`config.mk`:
```
export PLATFORM = sky130hd
export DESIGN_NAME = i2c_master_data_path
export DESIGN_NICKNAME = d
export VERILOG_FILES = /design/src/design/i2c_master_data_path.v /design/src/design/in_sync.v
export VERILOG_INCLUDE_DIRS = /design/src /design/src/shared
export SDC_FILE = /design/constraint.sdc
export NUM_CORES = 1
export LEC_CHECK = 0
export BUFFER_PORTS_ARGS = -buffer_cell sky130_fd_sc_hd__clkbuf_2
export CORE_UTILIZATION = 51
export CTS_CLUSTER_DIAMETER = 150
export DETAILED_ROUTE_END_ITERATION = 10
export GPL_TIMING_DRIVEN = 0
export HOLD_SLACK_MARGIN = 0.02
export PLACE_DENSITY = 0.85
export SYNTH_ARGS = -nofsm -noshare
export SYNTH_HDL_FRONTEND = slang
export SYNTH_SLANG_ARGS = --single-unit
export TNS_END_PERCENT = 20
```
`constraint.sdc`:
```
create_clock -name clk_in -period 2.9 [get_ports clk_in]
set_input_delay 0 -clock clk_in [delete_from_list [all_inputs] [get_ports clk_in]]
set_output_delay 0 -clock clk_in [all_outputs]
set_load 0.01 [all_outputs]
```
`src/shared/i2c_master_map.vh`:
```
/*
 * Register map of the two-wire bus master data path: register indices,
 * field positions and reset values.
 * Assumes: included by bare name; a register's byte address is four
 * times its index on a 32-bit classic Wishbone bus.
 */
`ifndef I2C_MASTER_MAP_VH
`define I2C_MASTER_MAP_VH

// ----------------------------------------------------------------------
// register indices (byte address = index * 4)
// ----------------------------------------------------------------------
`define IDX_MASTER_ENABLE 16'h4340
`define IDX_MASTER_CONTROL 16'h4342
`define IDX_MASTER_DATA_AND_EXECUTE 16'h4344
`define IDX_MASTER_INTERRUPT_ENABLES 16'h4346

// ----------------------------------------------------------------------
// field positions of the enable register
// ----------------------------------------------------------------------
`define POS_MASTER_MODULE_ENABLE 0

// ----------------------------------------------------------------------
// field positions of the control register
// ----------------------------------------------------------------------
`define POS_START_REQUEST 0
`define POS_STOP_REQUEST 1
`define POS_NOISE_FILTER 4
`define POS_TX_BUSY_FLAG 8
`define POS_RX_BUSY_FLAG 9

// ----------------------------------------------------------------------
// field positions of the data and execute register
// ----------------------------------------------------------------------
`define POS_BYTE_FIELD_LSB 0
`define POS_BYTE_FIELD_MSB 7
`define POS_ACK_RESPONSE_BIT 8
`define POS_TRANSMIT_EXECUTE 9
`define POS_RECEIVE_EXECUTE 10
`define POS_RX_BYTE_READY_FLAG 11

// ----------------------------------------------------------------------
// field positions of the interrupt enable register
// ----------------------------------------------------------------------
`define POS_TX_EMPTY_IRQ_ENABLE 0
`define POS_RX_FULL_IRQ_ENABLE 1

// ----------------------------------------------------------------------
// reset values
// ----------------------------------------------------------------------
`define RST_BYTE_FIELD 8'h00
`define RST_FLAG 1'b0
`define RST_BIT_COUNT 3'h7

`endif

```
`src/design/i2c_master_data_path.v`:
```
/*
 * Byte data path of a two-wire bus master: registers on classic
 * Wishbone, start/stop generation, byte shifter and acknowledge handling.
 * Assumes: 100 MHz clk_in; a bit-rate clock from a timer on bit_clk_in,
 * much slower than clk_in; external pull-ups on both bus lines.
 */
// Added by the designer: register access over Wishbone.
`timescale 1ns/1ns
`include "i2c_master_map.vh"

module i2c_master_data_path (
   input wire clk_in,
   input wire rst_b_in,
   input wire wb_cyc_in,
   input wire wb_stb_in,
   input wire wb_we_in,
   input wire [31:0] wb_adr_in,
   input wire [3:0] wb_sel_in,
   input wire [31:0] wb_dat_in,
   output reg [31:0] wb_dat_out,
   output reg wb_ack_out,
   input wire bit_clk_in,
   input wire bus_data_pin_in,
   output wire bus_data_pin_out,
   output wire bus_data_pin_oe_out,
   input wire bus_clock_pin_in,
   output wire bus_clock_pin_out,
   output wire bus_clock_pin_oe_out,
   output reg rx_full_irq_out,
   output reg tx_empty_irq_out
);

   // ----------------------------------------------------------------------
   // sequencer states
   // ----------------------------------------------------------------------
   localparam [2:0] ST_IDLE = 3'd0;
   localparam [2:0] ST_START = 3'd1;
   localparam [2:0] ST_BITS = 3'd2;
   localparam [2:0] ST_ACK = 3'd3;
   localparam [2:0] ST_HOLD = 3'd4;
   localparam [2:0] ST_STOP = 3'd5;

   // ----------------------------------------------------------------------
   // register state
   // ----------------------------------------------------------------------
   reg master_module_enable;
   reg start_request;
   reg stop_request;
   reg noise_filter;
   reg tx_busy_flag;
   reg rx_busy_flag;
   reg rx_byte_ready_flag;
   reg receive_execute;
   reg transmit_execute;
   reg ack_response_bit;
   reg [7:0] byte_field;
   reg rx_full_irq_enable;
   reg tx_empty_irq_enable;

   // ----------------------------------------------------------------------
   // sequencer state
   // ----------------------------------------------------------------------
   reg [2:0] state;
   reg [1:0] step;
   reg [2:0] bit_count;
   reg [7:0] shifter;
   reg rx_mode;
   reg sda_low;
   reg scl_low;
   reg bit_clk_prev;
   reg tx_empty_event;
   reg rx_full_event;

   wire [2:0] synced;
   wire bit_clk_s;
   wire sda_s;
   wire scl_s;
   wire tick;
   wire bus_req;
   wire wr_now;
   wire rd_now;
   wire [15:0] data_reg_view;
   wire [15:0] data_merged;
   reg [15:0] read_mux;

   // ----------------------------------------------------------------------
   // helpers
   // ----------------------------------------------------------------------

   // byte address of a register index
   function hit;
      input [31:0] adr;
      input [15:0] idx;
      begin
         hit = (adr == {14'h0000, idx, 2'b00});
      end
   endfunction

   // merge one 16-bit register under the byte lane selects
   function [15:0] lanes;
      input [15:0] old_val;
      input [15:0] new_val;
      input [1:0] sel;
      begin
         lanes = old_val;
         if (sel[0]) begin
            lanes[7:0] = new_val[7:0];
         end
         if (sel[1]) begin
            lanes[15:8] = new_val[15:8];
         end
      end
   endfunction

   // ----------------------------------------------------------------------
   // pin inputs and bit-rate clock edges
   // ----------------------------------------------------------------------
   in_sync #(
      .WIDTH(3)
   ) u_sync (
      .clk_in(clk_in),
      .rst_b_in(rst_b_in),
      .d_in({bit_clk_in, bus_data_pin_in, bus_clock_pin_in}),
      .q_out(synced)
   );

   assign bit_clk_s = synced[2];
   assign sda_s = synced[1];
   assign scl_s = synced[0];

   // rising edge of the bit-rate clock paces the sequencer
   always @(posedge clk_in) begin
      if (!rst_b_in) begin
         bit_clk_prev <= 1'b0;
      end else begin
         bit_clk_prev <= bit_clk_s;
      end
   end

   assign tick = bit_clk_s & ~bit_clk_prev;

   // ----------------------------------------------------------------------
   // open-drain pins
   // ----------------------------------------------------------------------

   // lines are only pulled low or let float
   assign bus_data_pin_out = 1'b0;
   assign bus_clock_pin_out = 1'b0;
   assign bus_data_pin_oe_out = sda_low;
   assign bus_clock_pin_oe_out = scl_low;

   // ----------------------------------------------------------------------
   // wishbone slave
   // ----------------------------------------------------------------------
   assign bus_req = wb_cyc_in & wb_stb_in;
   assign wr_now = bus_req & wb_ack_out & wb_we_in;
   assign rd_now = bus_req & wb_ack_out & ~wb_we_in;

   assign data_reg_view = {4'h0, rx_byte_ready_flag, receive_execute, transmit_execute,
                           ack_response_bit, byte_field};

   // data register as it stands after a write under the lane selects
   assign data_merged = lanes(data_reg_view, wb_dat_in[15:0], wb_sel_in[1:0]);

   // read view of all registers; unmapped reads as zero
   always @* begin
      read_mux = 16'h0000;
      if (hit(wb_adr_in, `IDX_MASTER_ENABLE)) begin
         read_mux[`POS_MASTER_MODULE_ENABLE] = master_module_enable;
      end else if (hit(wb_adr_in, `IDX_MASTER_CONTROL)) begin
         read_mux[`POS_START_REQUEST] = start_request;
         read_mux[`POS_STOP_REQUEST] = stop_request;
         read_mux[`POS_NOISE_FILTER] = noise_filter;
         read_mux[`POS_TX_BUSY_FLAG] = tx_busy_flag;
         read_mux[`POS_RX_BUSY_FLAG] = rx_busy_flag;
      end else if (hit(wb_adr_in, `IDX_MASTER_DATA_AND_EXECUTE)) begin
         read_mux = data_reg_view;
      end else if (hit(wb_adr_in, `IDX_MASTER_INTERRUPT_ENABLES)) begin
         read_mux[`POS_TX_EMPTY_IRQ_ENABLE] = tx_empty_irq_enable;
         read_mux[`POS_RX_FULL_IRQ_ENABLE] = rx_full_irq_enable;
      end
   end

   // one-cycle acknowledge with registered read data
   always @(posedge clk_in) begin
      if (!rst_b_in) begin
         wb_ack_out <= 1'b0;
         wb_dat_out <= 32'h00000000;
      end else begin
         wb_ack_out <= bus_req & ~wb_ack_out;
         if (bus_req & ~wb_ack_out & ~wb_we_in) begin
            wb_dat_out <= {16'h0000, read_mux};
         end
      end
   end

   // ----------------------------------------------------------------------
   // interrupt requests to the interrupt controller
   // ----------------------------------------------------------------------
   always @(posedge clk_in) begin
      if (!rst_b_in) begin
         rx_full_irq_out <= 1'b0;
         tx_empty_irq_out <= 1'b0;
      end else begin
         rx_full_irq_out <= rx_full_event & rx_full_irq_enable;
         tx_empty_irq_out <= tx_empty_event & tx_empty_irq_enable;
      end
   end

   // ----------------------------------------------------------------------
   // sequencer and register writes
   // ----------------------------------------------------------------------

   // hardware updates first, software writes after so they take priority
   always @(posedge clk_in) begin : seq
      if (!rst_b_in) begin
         master_module_enable <= `RST_FLAG;
         start_request <= `RST_FLAG;
         stop_request <= `RST_FLAG;
         noise_filter <= `RST_FLAG;
         tx_busy_flag <= `RST_FLAG;
         rx_busy_flag <= `RST_FLAG;
         rx_byte_ready_flag <= `RST_FLAG;
         receive_execute <= `RST_FLAG;
         transmit_execute <= `RST_FLAG;
         ack_response_bit <= `RST_FLAG;
         byte_field <= `RST_BYTE_FIELD;
         rx_full_irq_enable <= `RST_FLAG;
         tx_empty_irq_enable <= `RST_FLAG;
         state <= ST_IDLE;
         step <= 2'd0;
         bit_count <= `RST_BIT_COUNT;
         shifter <= 8'h00;
         rx_mode <= 1'b0;
         sda_low <= 1'b0;
         scl_low <= 1'b0;
         tx_empty_event <= 1'b0;
         rx_full_event <= 1'b0;
      end else begin
         tx_empty_event <= 1'b0;
         rx_full_event <= 1'b0;
         // reading the byte clears ready; a load in the same cycle wins
         if (rd_now & hit(wb_adr_in, `IDX_MASTER_DATA_AND_EXECUTE) & wb_sel_in[0]) begin
            rx_byte_ready_flag <= 1'b0;
         end
         if (!master_module_enable) begin
            // disabled: lines released, transfer dropped
            state <= ST_IDLE;
            step <= 2'd0;
            sda_low <= 1'b0;
            scl_low <= 1'b0;
            tx_busy_flag <= 1'b0;
            rx_busy_flag <= 1'b0;
         end else if (tick) begin
            case (state)
               ST_IDLE: begin
                  // free bus: data low while clock high
                  if (start_request) begin
                     sda_low <= 1'b1;
                     step <= 2'd3;
                     state <= ST_START;
                  end
               end
               ST_START: begin
                  // repeated start releases data, then clock, then pulls data
                  case (step)
                     2'd0: begin
                        sda_low <= 1'b0;
                        step <= 2'd1;
                     end
                     2'd1: begin
                        scl_low <= 1'b0;
                        step <= 2'd2;
                     end
                     2'd2: begin
                        if (scl_s) begin
                           sda_low <= 1'b1;
                           step <= 2'd3;
                        end
                     end
                     default: begin
                        scl_low <= 1'b1;
                        start_request <= 1'b0;
                        state <= ST_HOLD;
                     end
                  endcase
               end
               ST_HOLD: begin
                  // bus owned, clock held low; pending requests picked up here
                  if (start_request) begin
                     step <= 2'd0;
                     state <= ST_START;
                  end else if (transmit_execute) begin
                     shifter <= byte_field;
                     transmit_execute <= 1'b0;
                     tx_empty_event <= 1'b1;
                     tx_busy_flag <= 1'b1;
                     rx_mode <= 1'b0;
                     bit_count <= `RST_BIT_COUNT;
                     step <= 2'd0;
                     state <= ST_BITS;
                  end else if (receive_execute) begin
                     rx_busy_flag <= 1'b1;
                     rx_mode <= 1'b1;
                     bit_count <= `RST_BIT_COUNT;
                     step <= 2'd0;
                     state <= ST_BITS;
                  end else if (stop_request) begin
                     step <= 2'd0;
                     state <= ST_STOP;
                  end
               end
               ST_BITS: begin
                  case (step)
                     2'd0: begin
                        // data set up while clock is low
                        sda_low <= rx_mode ? 1'b0 : ~shifter[7];
                        step <= 2'd1;
                     end
                     2'd1: begin
                        scl_low <= 1'b0;
                        step <= 2'd2;
                     end
                     default: begin
                        // wait out slave clock stretching, then sample
                        if (scl_s) begin
                           scl_low <= 1'b1;
                           shifter <= {shifter[6:0], sda_s};
                           step <= 2'd0;
                           if (rx_mode && bit_count == 3'd7) begin
                              receive_execute <= 1'b0;
                           end
                           if (bit_count == 3'd0) begin
                              state <= ST_ACK;
                              if (rx_mode) begin
                                 byte_field <= {shifter[6:0], sda_s};
                                 rx_byte_ready_flag <= 1'b1;
                                 rx_full_event <= 1'b1;
                              end
                           end else begin
                              bit_count <= bit_count - 3'd1;
                           end
                        end
                     end
                  endcase
               end
               ST_ACK: begin
                  case (step)
                     2'd0: begin
                        sda_low <= rx_mode ? ~ack_response_bit : 1'b0;
                        step <= 2'd1;
                     end
                     2'd1: begin
                        scl_low <= 1'b0;
                        step <= 2'd2;
                     end
                     default: begin
                        if (scl_s) begin
                           scl_low <= 1'b1;
                           if (!rx_mode) begin
                              ack_response_bit <= sda_s;
                           end
                           tx_busy_flag <= 1'b0;
                           rx_busy_flag <= 1'b0;
                           step <= 2'd0;
                           state <= ST_HOLD;
                        end
                     end
                  endcase
               end
               ST_STOP: begin
                  // data low, clock released, then data released
                  case (step)
                     2'd0: begin
                        sda_low <= 1'b1;
                        step <= 2'd1;
                     end
                     2'd1: begin
                        scl_low <= 1'b0;
                        step <= 2'd2;
                     end
                     default: begin
                        if (scl_s) begin
                           sda_low <= 1'b0;
                           stop_request <= 1'b0;
                           step <= 2'd0;
                           state <= ST_IDLE;
                        end
                     end
                  endcase
               end
               default: begin
                  state <= ST_IDLE;
                  step <= 2'd0;
               end
            endcase
         end
         // software writes, accepted at any time
         if (wr_now) begin
            if (hit(wb_adr_in, `IDX_MASTER_ENABLE) & wb_sel_in[0]) begin
               master_module_enable <= wb_dat_in[`POS_MASTER_MODULE_ENABLE];
            end
            if (hit(wb_adr_in, `IDX_MASTER_CONTROL) & wb_sel_in[0]) begin
               start_request <= wb_dat_in[`POS_START_REQUEST];
               stop_request <= wb_dat_in[`POS_STOP_REQUEST];
               noise_filter <= wb_dat_in[`POS_NOISE_FILTER];
            end
            if (hit(wb_adr_in, `IDX_MASTER_DATA_AND_EXECUTE)) begin
               byte_field <= data_merged[`POS_BYTE_FIELD_MSB:`POS_BYTE_FIELD_LSB];
               ack_response_bit <= data_merged[`POS_ACK_RESPONSE_BIT];
               transmit_execute <= data_merged[`POS_TRANSMIT_EXECUTE];
               receive_execute <= data_merged[`POS_RECEIVE_EXECUTE];
            end
            if (hit(wb_adr_in, `IDX_MASTER_INTERRUPT_ENABLES) & wb_sel_in[0]) begin
               tx_empty_irq_enable <= wb_dat_in[`POS_TX_EMPTY_IRQ_ENABLE];
               rx_full_irq_enable <= wb_dat_in[`POS_RX_FULL_IRQ_ENABLE];
            end
         end
      end
   end

endmodule

```
`src/design/in_sync.v`:
```
/*
 * Two flip-flop synchroniser for a group of independent levels.
 * Assumes: each bit is a slow level or clock from outside clk_in's
 * domain; only the second stage is read outside.
 */
`timescale 1ns/1ns

module in_sync #(
   parameter WIDTH = 3
) (
   input wire clk_in,
   input wire rst_b_in,
   input wire [WIDTH-1:0] d_in,
   output wire [WIDTH-1:0] q_out
);

   // ----------------------------------------------------------------------
   // synchroniser stages
   // ----------------------------------------------------------------------
   reg [WIDTH-1:0] stage_a;
   reg [WIDTH-1:0] stage_b;

   // first stage feeds only the second
   always @(posedge clk_in) begin
      if (!rst_b_in) begin
         stage_a <= {WIDTH{1'b0}};
         stage_b <= {WIDTH{1'b0}};
      end else begin
         stage_a <= d_in;
         stage_b <= stage_a;
      end
   end

   assign q_out = stage_b;

endmodule

```
After elaboration in Yosys (flattened, before gate mapping)
Index checks and enable logic that the tools add are counted.

Register bits: 67. Latch bits: 0. Bits in writable memories: 0. Memory bits (read-only): 0. Bits of input ports: 76. Output and inout bits: 39. Word-level logic and storage cells: 254. Memories: 0.

Add/sub/neg operators: 1. $mul: 0. Div/mod/pow operators: 0. Magnitude comparators: 0. Eq/ne operators: 42. Shift operators: 0. Mux-type cells: 126. Bitwise gates (word level): 27. Reductions and logical operators: 29.

Operator list (number): 32-bit by 17-bit equality test with 1-bit output (second input constant) (4); 8-bit two-way mux (14); 3-bit two-way mux (21); 1-bit two-way mux (62); 2-bit inequality test (second input constant) (17); 2-bit two-way mux (13); 3-bit case mux with 6 select lines (1); 6-bit AND reduction (3); 8-bit case mux with 2 select lines (1); 15-bit two-way mux (1); 1-bit AND (14); 7-bit AND reduction (2); 1-bit NOT (13); 3-bit inequality test (second input constant) (4); 1-bit case mux with 2 select lines (6); 11-bit AND reduction (1); 10-bit two-way mux (1); 3-bit equality test (second input constant) (3); 9-bit AND reduction (1); 2-bit case mux with 4 select lines (1); 2-bit AND reduction (4); 8-bit AND reduction (1); 8-bit OR reduction (1); 3-bit by 2-bit equality test with 1-bit output (second input constant) (2); 25 further kinds (34).

Logic depth before layout (Yosys ltp)
Depth after elaboration: 13. Depth in mapped cells: 9. Mapped depth without buffers: 7.

Hierarchy
From an unflattened synthesis, not the netlist that was laid out.

Cells, all modules: 400. Area total of the unflattened synthesis: 3447.1 µm².

Modules (own cells, without submodules): i2c_master_data_path (instances 1, cells an instance 388, area each 3289.4 µm², seq. area each 1141.1 µm²); in_sync (instances 1, cells an instance 12, area each 157.7 µm², seq. area each 120.1 µm²).

Worst setup path before layout
OpenSTA, ideal clock, no wires.

Path kind: register to register. Start point: register step[1]. End point: register ack_response_bit. Library setup time: 0.116 ns. Arrival time: 1.951 ns. Required time: 2.784 ns. Path slack: 0.833 ns. Cell stages (with the launch flop): 8. Buffers on the path: 1. Clock period less this slack: 2.067 ns. Path through: dfxtp_1 > inv_1 > ha_1 > clkbuf_2 > or3b_1 > nor4_1 > mux2_2 > o211a_1.

Cells in the longest elaborated chain, start to end: 8. Elaborated cells on any way between the ends: 9. Classes of those cells: 1 x eq/ne; 6 x mux; 2 x reduce/logical.

Ends and longest elaborated chain: from (decl) (line i2c_master_data_path.v:64) `reg [1:0] step;`; from (signal assigned) (line i2c_master_data_path.v:231) `step <= 2'd0;`; from (signal assigned) (line i2c_master_data_path.v:249) `step <= 2'd0;`; from (signal assigned) (line i2c_master_data_path.v:260) `step <= 2'd3;`; 2-bit by 1-bit equality test with 1-bit output or 2-bit zero test (tied branches) (line i2c_master_data_path.v:348) `case (step)`; 2-bit OR reduction (no line) *; 1-bit two-way mux * (line i2c_master_data_path.v:348); 1-bit two-way mux * (line i2c_master_data_path.v:255) `case (state)`; 1-bit two-way mux * (line i2c_master_data_path.v:254) `end else if (tick) begin`; 1-bit two-way mux * (line i2c_master_data_path.v:246) `if (!master_module_enable) begin`; 1-bit two-way mux (line i2c_master_data_path.v:408) `` if (hit(wb_adr_in, `IDX_MASTER_DATA_AND_EXECUTE)) begin ``; 1-bit two-way mux * (line i2c_master_data_path.v:399) `if (wr_now) begin`; to (signal assigned) (line i2c_master_data_path.v:226) `` ack_response_bit <= `RST_FLAG; ``; to (signal assigned) (line i2c_master_data_path.v:361) `ack_response_bit <= sda_s;`; to (signal assigned) (line i2c_master_data_path.v:410) `` ack_response_bit <= data_merged[`POS_ACK_RESPONSE_BIT]; ``; to (decl) (line i2c_master_data_path.v:55) `reg ack_response_bit;`.

Every way passes the cells marked *; elsewhere a longest branch is shown, timed or not. A chain may end at the register's enable or synchronous reset.

Worst setup path after layout
Ends and elaborated chain as after synthesis.

==> metrics.cfg <==
[setup_path]
path_depth = 7
crit_required_ns = 3.14
crit_chain = inv_1 -> ha_1 -> clkbuf_2 -> or3b_1 -> nor4_1 -> mux2_2 -> o211a_1
cp_max_fo = 8
max_stage_delay_ns = 0.50
crit_type = reg2reg
crit_path_end_kind = flop
cp.arrival_ns = 2.60
r2r_cells = 7
path_delay_family = simple AND/OR/NAND/NOR gates
start_kind = flop
slowest_stage = or3b_1
timing.critical_path.buf_inv = 2

[finish]
final_nets = 597
n_antenna_cell = 0
area_delta_synth_final_pct = 25.29
final_layout_size_suffix_gt1_frac = 0.2921
utilization = 0.6634
layout_commonest_cell = clkbuf_2
final_cell_mix = clkbuf_2 (69), dfxtp_1 (63), nor2_1 (41)

[die]
fp.coreArea_mm2 = 0.006832
placementRows = 30
num_io_pins = 115
start_util = 0.5295
die-area_mm2 = 0.007433
fp.dieH_um = 86.22
die_w_um = 86.22

[synthesis]
syn_area_mm2 = 0.003617
synth-compound-area-share = 0.1861
yosys.area_share.simple = 0.2899
ys.flop_type = dfxtp_1
synth-seq-cells = 63
synth_edf_count = 0
yosysWarnings = 0
synthAdderAreaFrac = 0.02421
syn_inst = 395
syn_area_per_cell_um2 = 9.158
synthArstFlopShare = 0
synthMuxAreaShare = 0.05811
synthXorXnorAreaFrac = 0
synth_top_family_by_area = simple AND/OR/NAND/NOR gates
ys_seq_area_frac = 0.3487
ys_types = 72
synth_area_leader_cell = dfxtp_1
synth_top_area_share = 0.3487
synthTopCellsByArea = dfxtp_1 (35%), buf_4 (5.4%), nor2_1 (4.3%), nand2_1 (3.6%), mux2i_1 (3.3%)

[sta]
hold_violations = 0
clock_skew_ns = 0.01399
report.final.setup_viol = 0
fin_crit_sh = 0.8141
fmax_mhz = 423.5
min_period_ns = 2.361
slew_headroom = 0.5944
slew_viol_final = 0
tns_ns = 0
worstMarginPinSlew_ns = 0.6085
rsz0062_at_grt = no

[min_path]
min_path_type = in2reg
holdPathStages = 4

[clock_tree]
post-cts-setup-buffers = 0
htreeDepth = 3
numClockSinks = 63
clockRootBuffer = clkbuf_8
cts_made_buffers = 9
ctsResizeCount = 0
clkLatencyLatePin_ns = 0.35
clk_pin_slew_ns = 0.08
clk_path_buf_depth = 2
cts_tree = built

[placement]
io_buffers = 68
routabilityCongestion = 0.9214
dp_hpwl_um = 6614

[outcome]
status = finished clean

[power_and_ir_drop]
p_leak_nw = 1.945
peakVddDrop_mv = 0.3229
cellPowerDensity_mw_per_mm2 = 389.4

[routing]
drtIter0Drc = 250
antenna_left = 0
routed_via_density = 5.506
dr_total_vias = 3375
drc = 0
wirelength_um = 9089
wire_per_inst_um = 14.83
first_pass_iters = 4

[global_route]
antenna_found_initial = 0
grt_pass1_wl_um = 14590
gr-total-overflow = 0
grt_usage = 0.2502
grt_max_degree = 11
grt_pass1_vias = 3166

[run]
drv_cap = 0

-- cell families after synthesis --
logic type | Yosys count
and+or+nand+nor | 161
AOI/OAI and AO/OA | 92
DFF | 63
buffers and inverters | 52
muxes | 19
adders and majority gates | 7
other | 1
-- path summary, 6_finish.rpt --
check	slack (ns)	to	from
setup / recovery	0.54	ack_response_bit$_SDFFE_PN0P_	step[1]$_SDFFE_PN0P_
hold / removal	0.11	rx_byte_ready_flag$_SDFF_PN0_	wb_cyc_in
setup reg to reg	0.54	ack_response_bit$_SDFFE_PN0P_	step[1]$_SDFFE_PN0P_
hold reg to reg	0.44	u_sync.q_out[0]$_SDFF_PN0_	u_sync.stage_a[0]$_SDFF_PN0_
-- worst min-delay path: cells and delay by family --
family	cells	cell delay, ns
AO/OA/AOI/OAI	2	0.22
buffers and inverters	1	0.11
AND/OR/NAND/NOR	1	0.09
-- layout make-up --
cell class / count / area, µm²
clock buffers: 10 / 137.6
flip-flops and latches: 63 / 1261
plain buffers: 43 / 299.0
fillers: 545 / 2300
inverters: 9 / 33.78
clock inverters: 4 / 47.55
repair buffers: 87 / 530.5
multi-input cells: 301 / 2102
well taps: 96 / 120.1
-- power breakdown --
part,leakage [nW],switching [W],internal [W]
logic,1.34,0.0000701,0.0000755
clock network,0.0940,0.000339,0.000408
registers,0.509,0.00000258,0.000870
total,1.95,0.000412,0.00135
-- Yosys cell counts (all sizes together) (7+ instances only) --
cell type  number
o21ai          11
a311oi         12
nand2          36
a21oi          25
dfxtp          63
inv             8
a22oi          12
ha              7
nor4            8
nor2           42
nor3            7
nand2b          9
buf            33
mux2i          12
and2           10
clkbuf         10
o211a           7
-- per-layer routing --
metal	part of all wire	track usage	up-vias
met5	0	0	-
met1	0.44	0.3194	1592
met4	0.021	0.1076	0
li1	-	-	1632
met3	0.062	0.03619	17
met2	0.47	0.4221	134
-- state kept, by name, summed over array words and instances (netlist names), 2 cells and up --
register        count
wb_dat_out         12
shifter             8
u_sync.q_out        3
step                2
byte_field          8
state               3
bit_count           3
u_sync.stage_a      3
-- timing repair --
| action | CTS | global route |
|---|---|---|
| hold endpoints to repair | 21 | 0 |
| hold buffers | 19 | 0 |
| setup endpoints to repair | 0 | 0 |
-- metrics by stage --
step / total power (W) / cell area (µm²) / hold slack [ns] / setup WS, ns / std cells
finish: 0.001765 / 4532 / 0.1117 / 0.5390 / 613
global placement: 0.001014 / 4156 / 0.2097 / 0.6139 / 580
CTS: 0.001766 / 4532 / 0.07733 / 0.5624 / 613
global route: 0.001809 / 4532 / 0.1444 / 0.4411 / 613
detailed placement: 0.001017 / 4156 / 0.2084 / 0.5697 / 580
floorplan: 0.0009615 / 3696 / 0.1273 / 0.8331 / 416
No activity file was read; power rests on OpenSTA's default activity.
